`config.mk`:
```
export PLATFORM = sky130hd
export DESIGN_NAME = vpa_regs
export DESIGN_NICKNAME = d
export VERILOG_FILES = /design/src/shared/vpa_pkg.sv /design/src/hw/vpa_pin_sync.sv /design/src/hw/vpa_pause_res.sv /design/src/hw/vpa_regs.sv
export SDC_FILE = /design/constraint.sdc
export NUM_CORES = 1
export LEC_CHECK = 0
export BUFFER_PORTS_ARGS = -buffer_cell sky130_fd_sc_hd__buf_4
export CORE_MARGIN = 2
export CORE_UTILIZATION = 28
export CTS_BUF_LIST = sky130_fd_sc_hd__clkbuf_4 sky130_fd_sc_hd__clkbuf_8
export DETAILED_ROUTE_END_ITERATION = 10
export PLACE_DENSITY = 0.58
export SYNTH_ARGS = -nofsm -noshare
export SYNTH_HDL_FRONTEND = slang
export SYNTH_SLANG_ARGS = --single-unit
```
`constraint.sdc`:
```
create_clock -name SYS_CLK -period 3.5 [get_ports SYS_CLK]
set_input_delay 0.35 -clock SYS_CLK [delete_from_list [all_inputs] [get_ports SYS_CLK]]
set_output_delay 0.35 -clock SYS_CLK [all_outputs]
set_load 0.005 [all_outputs]
```
`src/shared/vpa_pkg.sv`:
```
// Constants and types shared by the virtual PHY auto-negotiation register block
package vpa_pkg;

  // ----------------------------------------------------------------
  // Register placement
  // ----------------------------------------------------------------
  localparam logic [8:0] VPA_ADV_OFS = 9'h1d0;
  localparam logic [8:0] VPA_LP_OFS = 9'h1d4;
  localparam logic [4:0] VPA_ADV_IDX = 5'h04;
  localparam logic [4:0] VPA_LP_IDX = 5'h05;

  // ----------------------------------------------------------------
  // Field positions within the 16-bit register image
  // ----------------------------------------------------------------
  localparam int VPA_B_NP = 15;
  localparam int VPA_B_ACK = 14;
  localparam int VPA_B_RF = 13;
  localparam int VPA_B_ASYM = 11;
  localparam int VPA_B_SYM = 10;
  localparam int VPA_B_T4 = 9;
  localparam int VPA_ABIL_HI = 8;
  localparam int VPA_ABIL_LO = 5;
  localparam int VPA_SEL_HI = 4;
  localparam int VPA_SEL_LO = 0;

  // ----------------------------------------------------------------
  // Values after reset and fixed codes
  // ----------------------------------------------------------------
  localparam logic [4:0] VPA_SEL_IEEE = 5'h01;
  localparam logic [3:0] VPA_ABIL_RST = 4'hf;
  localparam logic [1:0] VPA_PAUSE_RST = 2'h0;
  localparam logic [15:0] VPA_WORD_RST = 16'h0000;
  localparam logic [31:0] VPA_CSR_RST = 32'h0000_0000;
  localparam logic [15:0] VPA_UPPER_ZERO = 16'h0000;
  localparam logic [3:0] VPA_LP_10F = 4'h2;
  localparam logic [3:0] VPA_LP_100F = 4'h8;
  localparam logic [3:0] VPA_LP_10H = 4'h1;
  localparam logic [3:0] VPA_LP_100H = 4'h4;

  // ----------------------------------------------------------------
  // Strap and pin positions in the synchronised pin vector
  // ----------------------------------------------------------------
  localparam int VPA_NPINS = 5;
  localparam int VPA_P_MANFC = 0;
  localparam int VPA_P_DFC = 1;
  localparam int VPA_P_DPOL = 2;
  localparam int VPA_P_SPEED = 3;
  localparam int VPA_P_PDUP = 4;
  localparam logic [VPA_NPINS-1:0] VPA_PINS_RST = 5'h00;

  // Start-up sequence: two cycles for the pin synchronisers, then latch
  typedef enum logic [1:0] {
    VPA_WAIT1 = 2'h0,
    VPA_WAIT2 = 2'h1,
    VPA_LATCH = 2'h3,
    VPA_RUN = 2'h2
  } vpa_boot_t;

endpackage

```
`src/hw/vpa_pin_sync.sv`:
```
// Two-stage synchroniser for the strap and duplex pins
`timescale 1ns/1ps
module vpa_pin_sync
  import vpa_pkg::*;
(
  input wire logic clk,
  input wire logic rst,
  input wire logic ce,
  input wire logic [VPA_NPINS-1:0] pins,
  output logic [VPA_NPINS-1:0] pins_sync
);

  typedef struct packed {
    logic [VPA_NPINS-1:0] s1;
    logic [VPA_NPINS-1:0] s2;
  } vpa_sync_st_t;

  vpa_sync_st_t st_r;
  vpa_sync_st_t st_nxt;

  // ----------------------------------------------------------------
  // Next state: first stage feeds only the second stage
  // ----------------------------------------------------------------
  always_comb begin
    st_nxt = st_r;
    for (int i = 0; i < VPA_NPINS; i++) begin
      st_nxt.s1[i] = pins[i];
      st_nxt.s2[i] = st_r.s1[i];
    end
  end

  // State register
  always_ff @(posedge clk) begin
    if (rst) begin
      st_r <= {VPA_PINS_RST, VPA_PINS_RST};
    end else if (ce) begin
      st_r <= st_nxt;
    end
  end

  assign pins_sync = st_r.s2;

endmodule

```
`src/hw/vpa_pause_res.sv`:
```
// Emulated partner pause resolution, frozen at auto-negotiation completion
`timescale 1ns/1ps
module vpa_pause_res
  import vpa_pkg::*;
(
  input wire logic clk,
  input wire logic rst,
  input wire logic ce,
  input wire logic an_done,
  input wire logic adv_asym,
  input wire logic adv_sym,
  input wire logic dfc_strap,
  output logic lp_asym,
  output logic lp_sym
);

  typedef struct packed {
    logic [1:0] pause;
  } vpa_pres_st_t;

  vpa_pres_st_t st_r;
  vpa_pres_st_t st_nxt;
  logic [1:0] res;

  // ----------------------------------------------------------------
  // Partner always grants the local request; both-advertised uses strap
  // ----------------------------------------------------------------
  always_comb begin
    case ({adv_asym, adv_sym}) // RULE18
      2'h0: res = 2'h0;
      2'h1: res = 2'h1;
      2'h2: res = 2'h3;
      2'h3: res = dfc_strap ? 2'h3 : 2'h2;
      default: res = 2'h0;
    endcase
  end

  // Snapshot only when negotiation completes; later edits wait for a rerun
  always_comb begin
    st_nxt = st_r;
    if (an_done) begin
      st_nxt.pause = res; // RULE19
    end
  end

  // State register
  always_ff @(posedge clk) begin
    if (rst) begin
      st_r <= VPA_PAUSE_RST;
    end else if (ce) begin
      st_r <= st_nxt;
    end
  end

  assign lp_asym = st_r.pause[1];
  assign lp_sym = st_r.pause[0];

endmodule

```
`src/hw/vpa_regs.sv`:
```
// Virtual PHY advertisement and emulated partner ability registers
// What this block does
// [RULE1] Advertisement next-page bit 15 is read-only and always reads zero.
// [RULE2] Advertisement remote-fault bit 13 is read-only, resets zero, does nothing.
// [RULE3] Advertised pause bits 11 and 10 writable; default set unless manual strap high.
// [RULE4] Straps are captured when reset is released and held afterwards.
// [RULE5] Advertisement bit 9 for 100BASE-T4 is read-only and reads zero.
// [RULE6] Advertised ability bits 8 to 5 are writable and reset to one.
// [RULE7] Advertisement selector bits 4:0 writable, reset 00001b; software writes only that.
// [RULE8] Configuration loader may overwrite the whole advertisement register; here it sets only bits 11, 10 and 8:0.
// [RULE9] Registers are 32-bit words with zero upper half; 16 bits over MII.
// [RULE10] Partner ability register is read-only and generated inside the block.
// [RULE11] Partner next-page bit 15 always reads zero.
// [RULE12] Partner acknowledge bit 14 always reads one.
// [RULE13] Partner remote-fault bit 13 always reads zero.
// [RULE14] Partner 100BASE-T4 bit 9 always reads zero.
// [RULE15] Partner bits 11 and 10 report emulated asymmetric and symmetric pause.
// [RULE16] Partner bits 8 to 5 report emulated speed and duplex abilities.
// [RULE17] Partner selector bits 4:0 are read-only and read 00001b.
// [RULE18] Partner pause follows the local advertisement, strap breaks the both case.
// [RULE19] Partner pause is frozen at negotiation completion until the next run.
// [RULE20] Partner bits 8 to 5 give full duplex when pin matches polarity strap.
// [RULE21] Reserved bits 14, 12 and 31-16 read zero and ignore writes.
`timescale 1ns/1ps
module vpa_regs
  import vpa_pkg::*;
(
  input wire logic SYS_CLK,
  input wire logic RST,
  input wire logic CE,
  input wire logic CSR_RE,
  input wire logic CSR_WE,
  input wire logic [8:0] CSR_ADDR,
  input wire logic [31:0] CSR_WDATA,
  output logic [31:0] CSR_RDATA,
  input wire logic MIIM_RE,
  input wire logic MIIM_WE,
  input wire logic [4:0] MIIM_IDX,
  input wire logic [15:0] MIIM_WDATA,
  output logic [15:0] MIIM_RDATA,
  input wire logic LOAD_WE,
  input wire logic [15:0] LOAD_DATA,
  input wire logic AN_DONE,
  input wire logic MANUAL_FLOW_CTRL_CFG_PIN,
  input wire logic DUPLEX_FLOW_CTRL_CFG_PIN,
  input wire logic DUPLEX_POL_CFG_PIN,
  input wire logic SPEED_CFG_PIN,
  input wire logic PORT_ZERO_DUPLEX_PIN,
  output logic [15:0] ADV_WORD,
  output logic [15:0] LP_WORD,
  output logic STRAPS_VALID
);

  // ----------------------------------------------------------------
  // State
  // ----------------------------------------------------------------
  typedef struct packed {
    vpa_boot_t boot;
    logic valid;
    logic man_fc;
    logic dfc;
    logic dpol;
    logic speed;
    logic [1:0] pause;
    logic [3:0] abil;
    logic [4:0] sel;
    logic [3:0] lp_abil;
    logic [31:0] csr_rdata;
    logic [15:0] miim_rdata;
  } vpa_top_st_t;

  localparam vpa_top_st_t VPA_TOP_RST = '{
    boot: VPA_WAIT1,
    valid: 1'b0,
    man_fc: 1'b0,
    dfc: 1'b0,
    dpol: 1'b0,
    speed: 1'b0,
    pause: VPA_PAUSE_RST,
    abil: VPA_ABIL_RST,
    sel: VPA_SEL_IEEE,
    lp_abil: VPA_LP_10H,
    csr_rdata: VPA_CSR_RST,
    miim_rdata: VPA_WORD_RST
  };

  vpa_top_st_t st_r;
  vpa_top_st_t st_nxt;
  logic [VPA_NPINS-1:0] pins;
  logic [VPA_NPINS-1:0] pins_s;
  logic lp_asym;
  logic lp_sym;
  logic [15:0] adv_w;
  logic [15:0] lp_w;
  logic host_wr;
  logic [15:0] host_data;
  logic [15:0] wr_data;
  logic adv_wr;
  logic full_dup;

  // ----------------------------------------------------------------
  // Read decode shared by the word port and the MII port
  // ----------------------------------------------------------------
  function automatic logic [15:0] vpa_rd_word(
    input logic hit_adv,
    input logic hit_lp,
    input logic [15:0] adv,
    input logic [15:0] lp
  );
    vpa_rd_word = hit_adv ? adv : (hit_lp ? lp : VPA_WORD_RST);
  endfunction

  // ----------------------------------------------------------------
  // Pin synchroniser and pause resolution
  // ----------------------------------------------------------------
  assign pins = {PORT_ZERO_DUPLEX_PIN, SPEED_CFG_PIN, DUPLEX_POL_CFG_PIN,
                 DUPLEX_FLOW_CTRL_CFG_PIN, MANUAL_FLOW_CTRL_CFG_PIN};

  vpa_pin_sync u_sync (
    .clk(SYS_CLK),
    .rst(RST),
    .ce(CE),
    .pins(pins),
    .pins_sync(pins_s)
  );

  vpa_pause_res u_pause (
    .clk(SYS_CLK),
    .rst(RST),
    .ce(CE),
    .an_done(AN_DONE), // RULE19
    .adv_asym(st_r.pause[1]),
    .adv_sym(st_r.pause[0]),
    .dfc_strap(st_r.dfc),
    .lp_asym(lp_asym),
    .lp_sym(lp_sym)
  );

  // ----------------------------------------------------------------
  // Register images; fixed and reserved bits are constants
  // ----------------------------------------------------------------
  always_comb begin
    adv_w = VPA_WORD_RST; // RULE21
    adv_w[VPA_B_NP] = 1'b0; // RULE1
    adv_w[VPA_B_RF] = 1'b0; // RULE2
    adv_w[VPA_B_ASYM] = st_r.pause[1];
    adv_w[VPA_B_SYM] = st_r.pause[0];
    adv_w[VPA_B_T4] = 1'b0; // RULE5
    adv_w[VPA_ABIL_HI:VPA_ABIL_LO] = st_r.abil;
    adv_w[VPA_SEL_HI:VPA_SEL_LO] = st_r.sel;
  end

  // Emulated partner word, built only from internal state
  always_comb begin
    lp_w = VPA_WORD_RST; // RULE10
    lp_w[VPA_B_NP] = 1'b0; // RULE11
    lp_w[VPA_B_ACK] = 1'b1; // RULE12
    lp_w[VPA_B_RF] = 1'b0; // RULE13
    lp_w[VPA_B_ASYM] = lp_asym; // RULE15
    lp_w[VPA_B_SYM] = lp_sym; // RULE15
    lp_w[VPA_B_T4] = 1'b0; // RULE14
    lp_w[VPA_ABIL_HI:VPA_ABIL_LO] = st_r.lp_abil; // RULE16
    lp_w[VPA_SEL_HI:VPA_SEL_LO] = VPA_SEL_IEEE; // RULE17
  end

  // ----------------------------------------------------------------
  // Write selection: loader beats host, word port beats MII port
  // ----------------------------------------------------------------
  always_comb begin
    host_wr = 1'b0;
    host_data = CSR_WDATA[15:0]; // RULE9
    if (CSR_WE && (CSR_ADDR == VPA_ADV_OFS)) begin
      host_wr = 1'b1;
    end else if (MIIM_WE && (MIIM_IDX == VPA_ADV_IDX)) begin
      host_wr = 1'b1;
      host_data = MIIM_WDATA;
    end
    adv_wr = LOAD_WE || host_wr; // RULE8
    wr_data = LOAD_WE ? LOAD_DATA : host_data;
  end

  // Full duplex when the port pin equals the polarity strap
  assign full_dup = (pins_s[VPA_P_PDUP] == st_r.dpol); // RULE20

  // ----------------------------------------------------------------
  // Next state
  // ----------------------------------------------------------------
  always_comb begin
    st_nxt = st_r;
    // Start-up walk; straps latched once synchronisers hold real levels
    case (st_r.boot)
      VPA_WAIT1: st_nxt.boot = VPA_WAIT2;
      VPA_WAIT2: st_nxt.boot = VPA_LATCH;
      VPA_LATCH: begin
        st_nxt.boot = VPA_RUN;
        st_nxt.valid = 1'b1; // RULE4
        st_nxt.man_fc = pins_s[VPA_P_MANFC]; // RULE4
        st_nxt.dfc = pins_s[VPA_P_DFC]; // RULE4
        st_nxt.dpol = pins_s[VPA_P_DPOL]; // RULE4
        st_nxt.speed = pins_s[VPA_P_SPEED]; // RULE4
        st_nxt.pause = pins_s[VPA_P_MANFC] ? 2'h0 : 2'h3; // RULE3
      end
      VPA_RUN: st_nxt.boot = VPA_RUN;
      default: begin
        // Illegal code: restart the walk and drop the valid flag
        st_nxt.boot = VPA_WAIT1;
        st_nxt.valid = 1'b0;
      end
    endcase
    // Only writable fields take write data; bits 15, 13, 9 are dropped
    if (adv_wr) begin
      st_nxt.pause = {wr_data[VPA_B_ASYM], wr_data[VPA_B_SYM]}; // RULE3
      st_nxt.abil = wr_data[VPA_ABIL_HI:VPA_ABIL_LO]; // RULE6
      st_nxt.sel = wr_data[VPA_SEL_HI:VPA_SEL_LO]; // RULE7
    end
    // Partner speed follows the latched speed strap, duplex follows the duplex pin
    if (st_r.speed) begin
      st_nxt.lp_abil = full_dup ? VPA_LP_100F : VPA_LP_100H; // RULE20
    end else begin
      st_nxt.lp_abil = full_dup ? VPA_LP_10F : VPA_LP_10H; // RULE20
    end
    // Read data: upper half always zero on the word port
    if (CSR_RE) begin
      st_nxt.csr_rdata = {VPA_UPPER_ZERO, vpa_rd_word(CSR_ADDR == VPA_ADV_OFS,
                          CSR_ADDR == VPA_LP_OFS, adv_w, lp_w)}; // RULE9
    end
    if (MIIM_RE) begin
      st_nxt.miim_rdata = vpa_rd_word(MIIM_IDX == VPA_ADV_IDX,
                                      MIIM_IDX == VPA_LP_IDX, adv_w, lp_w); // RULE9
    end
  end

  // State register; clock enable freezes everything but reset
  always_ff @(posedge SYS_CLK) begin
    if (RST) begin
      st_r <= VPA_TOP_RST;
    end else if (CE) begin
      st_r <= st_nxt;
    end
  end

  // ----------------------------------------------------------------
  // Outputs
  // ----------------------------------------------------------------
  assign CSR_RDATA = st_r.csr_rdata;
  assign MIIM_RDATA = st_r.miim_rdata;
  assign ADV_WORD = adv_w;
  assign LP_WORD = lp_w;
  assign STRAPS_VALID = st_r.valid;
endmodule

```
==> results_dict.tcl <==
set metrics [dict create \
    io_pins 173 \
    numPortBuffers 102 \
    grt_max_degree 63 \
    drive_gt1_frac 0.327 \
    cts_tree "done" \
    globalRouteTotalUtil 0.139 \
    end_kind "flop" \
    synth.area.top_cells "dfxtp_1 36%, buf_4 19%, mux2i_1 7.6%" \
    overflow 0 \
    setup_tns_ns 0 \
    maxSlewViolCount 0 \
    synth_cell_types 37 \
    h-tree-depth 3 \
    synth_compound_area_frac 0.138 \
    critPathLaunchType "input pin" \
    hold_violations 0 \
    maxCapViolations 0 \
    power.density_nw_per_um2 390 \
    clock_path_buffers 2 \
    cp_cell_sequence "buf_4 -> or4b_4 -> o311ai_4 -> mux2_2 -> mux2i_1 -> o21ai_1" \
    path_class "in2reg" \
    crit_start "CSR_ADDR[1]" \
    arrival_ns 2.41 \
    routedWlPerCell_um 14.4 \
    hold_start "MANUAL_FLOW_CTRL_CFG_PIN" \
    post_dp_cell_area_um2 3560 \
    leakage_nw 1.68 \
    instances_no_fill 565 \
    rsz0062_at_grt "false" \
    worstMarginPinSlew_ns 0.754 \
    place_congestion 0.760 \
    wl_um 8140 \
    grt_pass1_wl_um 12400 \
    first_global_vias 2382 \
    synth_edf_count 0 \
    syn_inst 369 \
    setup_viol 0 \
    synth_top_family_by_area "buffers and inverters" \
    syn_to_final_growth_pct 18.8 \
    required_ns 3.72 \
    ys_async_sr_fraction 0 \
    dp.cells 550 \
    synth-xor-area-share 0.00556 \
    max_slew_margin 0.493 \
    start_util 0.288 \
    cts_sinks 57 \
    diodes 0 \
    dpl.hpwl_um 6030 \
    cp_max_fo 15 \
    cts_resized 0 \
    ys_warn_count 0 \
    ys_seq_elements 57 \
    cts-hold-fix-buffers 0 \
    skew_ns 0.00727 \
    period_needed_ns 2.19 \
    syn_area_um2 3150 \
    final_util 0.342 \
    grt_antenna_before_repair 0 \
    min_period_over_period 0.625 \
    insertion_delay_ns 0.33 \
    dieArea_um2 12100 \
    fmax_mhz 457 \
    ys_seq_area_frac 0.362 \
    drt_first_iter_violations 83 \
    rrSetupSlack_ns 2.31 \
    drc 0 \
    synthSimpleGateAreaFrac 0.144 \
    syn-mean-instance-area_um2 8.54 \
    rows 38 \
    synthAdderAreaFrac 0 \
    core_area_um2 10900 \
    hp-class "in2reg" \
    fp.dieW_um 110 \
    cts_made_buffers 9 \
    cts_setup_buffers 0 \
    yosysTopAreaCell "dfxtp_1" \
    via_count 2511 \
    slowest_stage "o311ai_4" \
    viasPerCell 4.44 \
    status "completed" \
    muxShareOfSynthArea 0.123 \
    ir_worst_vdd_mv 0.230 \
    timing.hold.ws_ns 0.248 \
    dr.pass1.iters 4 \
    detail-route-antenna-nets 0 \
    cts-root-buf "clkbuf_8" \
    netlist.area_leader.share 0.362 \
    cpPeakStageDelay_ns 0.72 \
    cts.reportedPaths.clkPinSlew_ns 0.07 \
    fin_area_um2 3740 \
    rr_startpoint "st_r[68]" \
    synth_flop_cell "dfxtp_1" \
    final_net_count 513 \
    die_h_um 110 \
]
-- cell families (layout without fill, tap and decap cells) --
| family | after synthesis | in the layout |
|---|---|---|
| buf+inv | 106 | 125 |
| mux | 37 | 37 |
| simple gates | 100 | 100 |
| compound gates | 65 | 65 |
| xor+xnor | 2 | 2 |
| flops | 57 | 57 |
| other cells | 2 | 39 |
-- worst paths after layout --
path / to / depth (start not counted)
max: ADV_WORD[7] / 6
min reg2reg: CSR_RDATA[8] / 2
min: u_sync.st_nxt[0] / 3
max reg2reg: ADV_WORD[10] / 4
-- synthesized netlist by cell type (2+ instances only) --
master and n:
o22ai_1 2, o21ai_1 5, o31ai_1 2, nand3_1 11, buf_2 4, buf_4 80, buf_1 5, nor2_1 55
dfxtp_1 57, o211ai_1 3, o41ai_2 4, conb_1 2, o21ai_2 2, mux2_2 11, mux2i_1 24, nand3b_1 4
and2_1 2, o21ai_0 4, a21oi_1 34, mux2_1 2, nand2_1 15, or3_1 2, clkbuf_1 9, inv_1 7
nor3_1 4, a22oi_1 8
-- stage by stage --
step | power (mW) | setup WS [ns]
2_1_floorplan | 0.842 | 1.42
3_3_place_gp | 0.886 | 1.03
3_5_place_dp | 0.890 | 0.990
4_1_cts | 1.49 | 1.36
5_1_grt | 1.55 | 1.25
6_report | 1.46 | 1.31
-- layout make-up --
type                    instances  area, µm²
inverters                       7       26.3
multi-input cells             243       1450
well taps                     140        175
fillers                      1181       7190
repair buffers                103        773
flip-flops and latches         57       1140
clock buffers                   9        124
clock inverters                 6       60.1
-- critical path, delay by kind of cell --
kind | cells | cell delay (ns)
buffers and inverters | 1 | 0.11
AO/OA/AOI/OAI | 2 | 0.80
multiplexers | 2 | 0.59
AND/OR/NAND/NOR | 1 | 0.57
-- layer usage --
metal	vias up	track usage	routed length [µm]
met5	-	0	0
met4	0	0.0500	96
met3	9	0.0412	476
met2	87	0.230	3930
met1	1176	0.172	3640
li1	1239	-	-
-- sequential cells by signal (all words and copies together), names as in the netlist --
| signal | count |
|---|---|
| CSR_RDATA | 12 |
| MIIM_RDATA | 12 |
| ADV_WORD | 11 |
| st_r | 5 |
| u_sync.pins_sync | 5 |
| u_sync.st_nxt | 5 |
| LP_WORD | 4 |
| u_pause.st_r | 2 |
| STRAPS_VALID | 1 |
-- report_power, final --
part	internal (mW)	leakage, nW	switching (mW)	total (mW)
Sequential	0.668	0.464	0.0205	0.688
Combinational	0.0959	1.12	0.0899	0.186
Clock	0.320	0.0909	0.266	0.586
-- cell usage in the layout (no fill, tap or decap), drive strengths merged, types with 2 or more instances in the layout --
master / count
mux2: 13
nor3: 4
clkinvlp: 2
o21ai: 11
dfxtp: 57
nand3b: 4
nand2: 15
o211ai: 3
inv: 7
nand3: 11
or3: 2
and2: 2
clkbuf: 9
clkinv: 3
conb: 39
o31ai: 2
o22ai: 2
o41ai: 4
buf: 103
mux2i: 24
a22oi: 8
nor2: 55
a21oi: 34
Power figures use the tool's default switching activity.
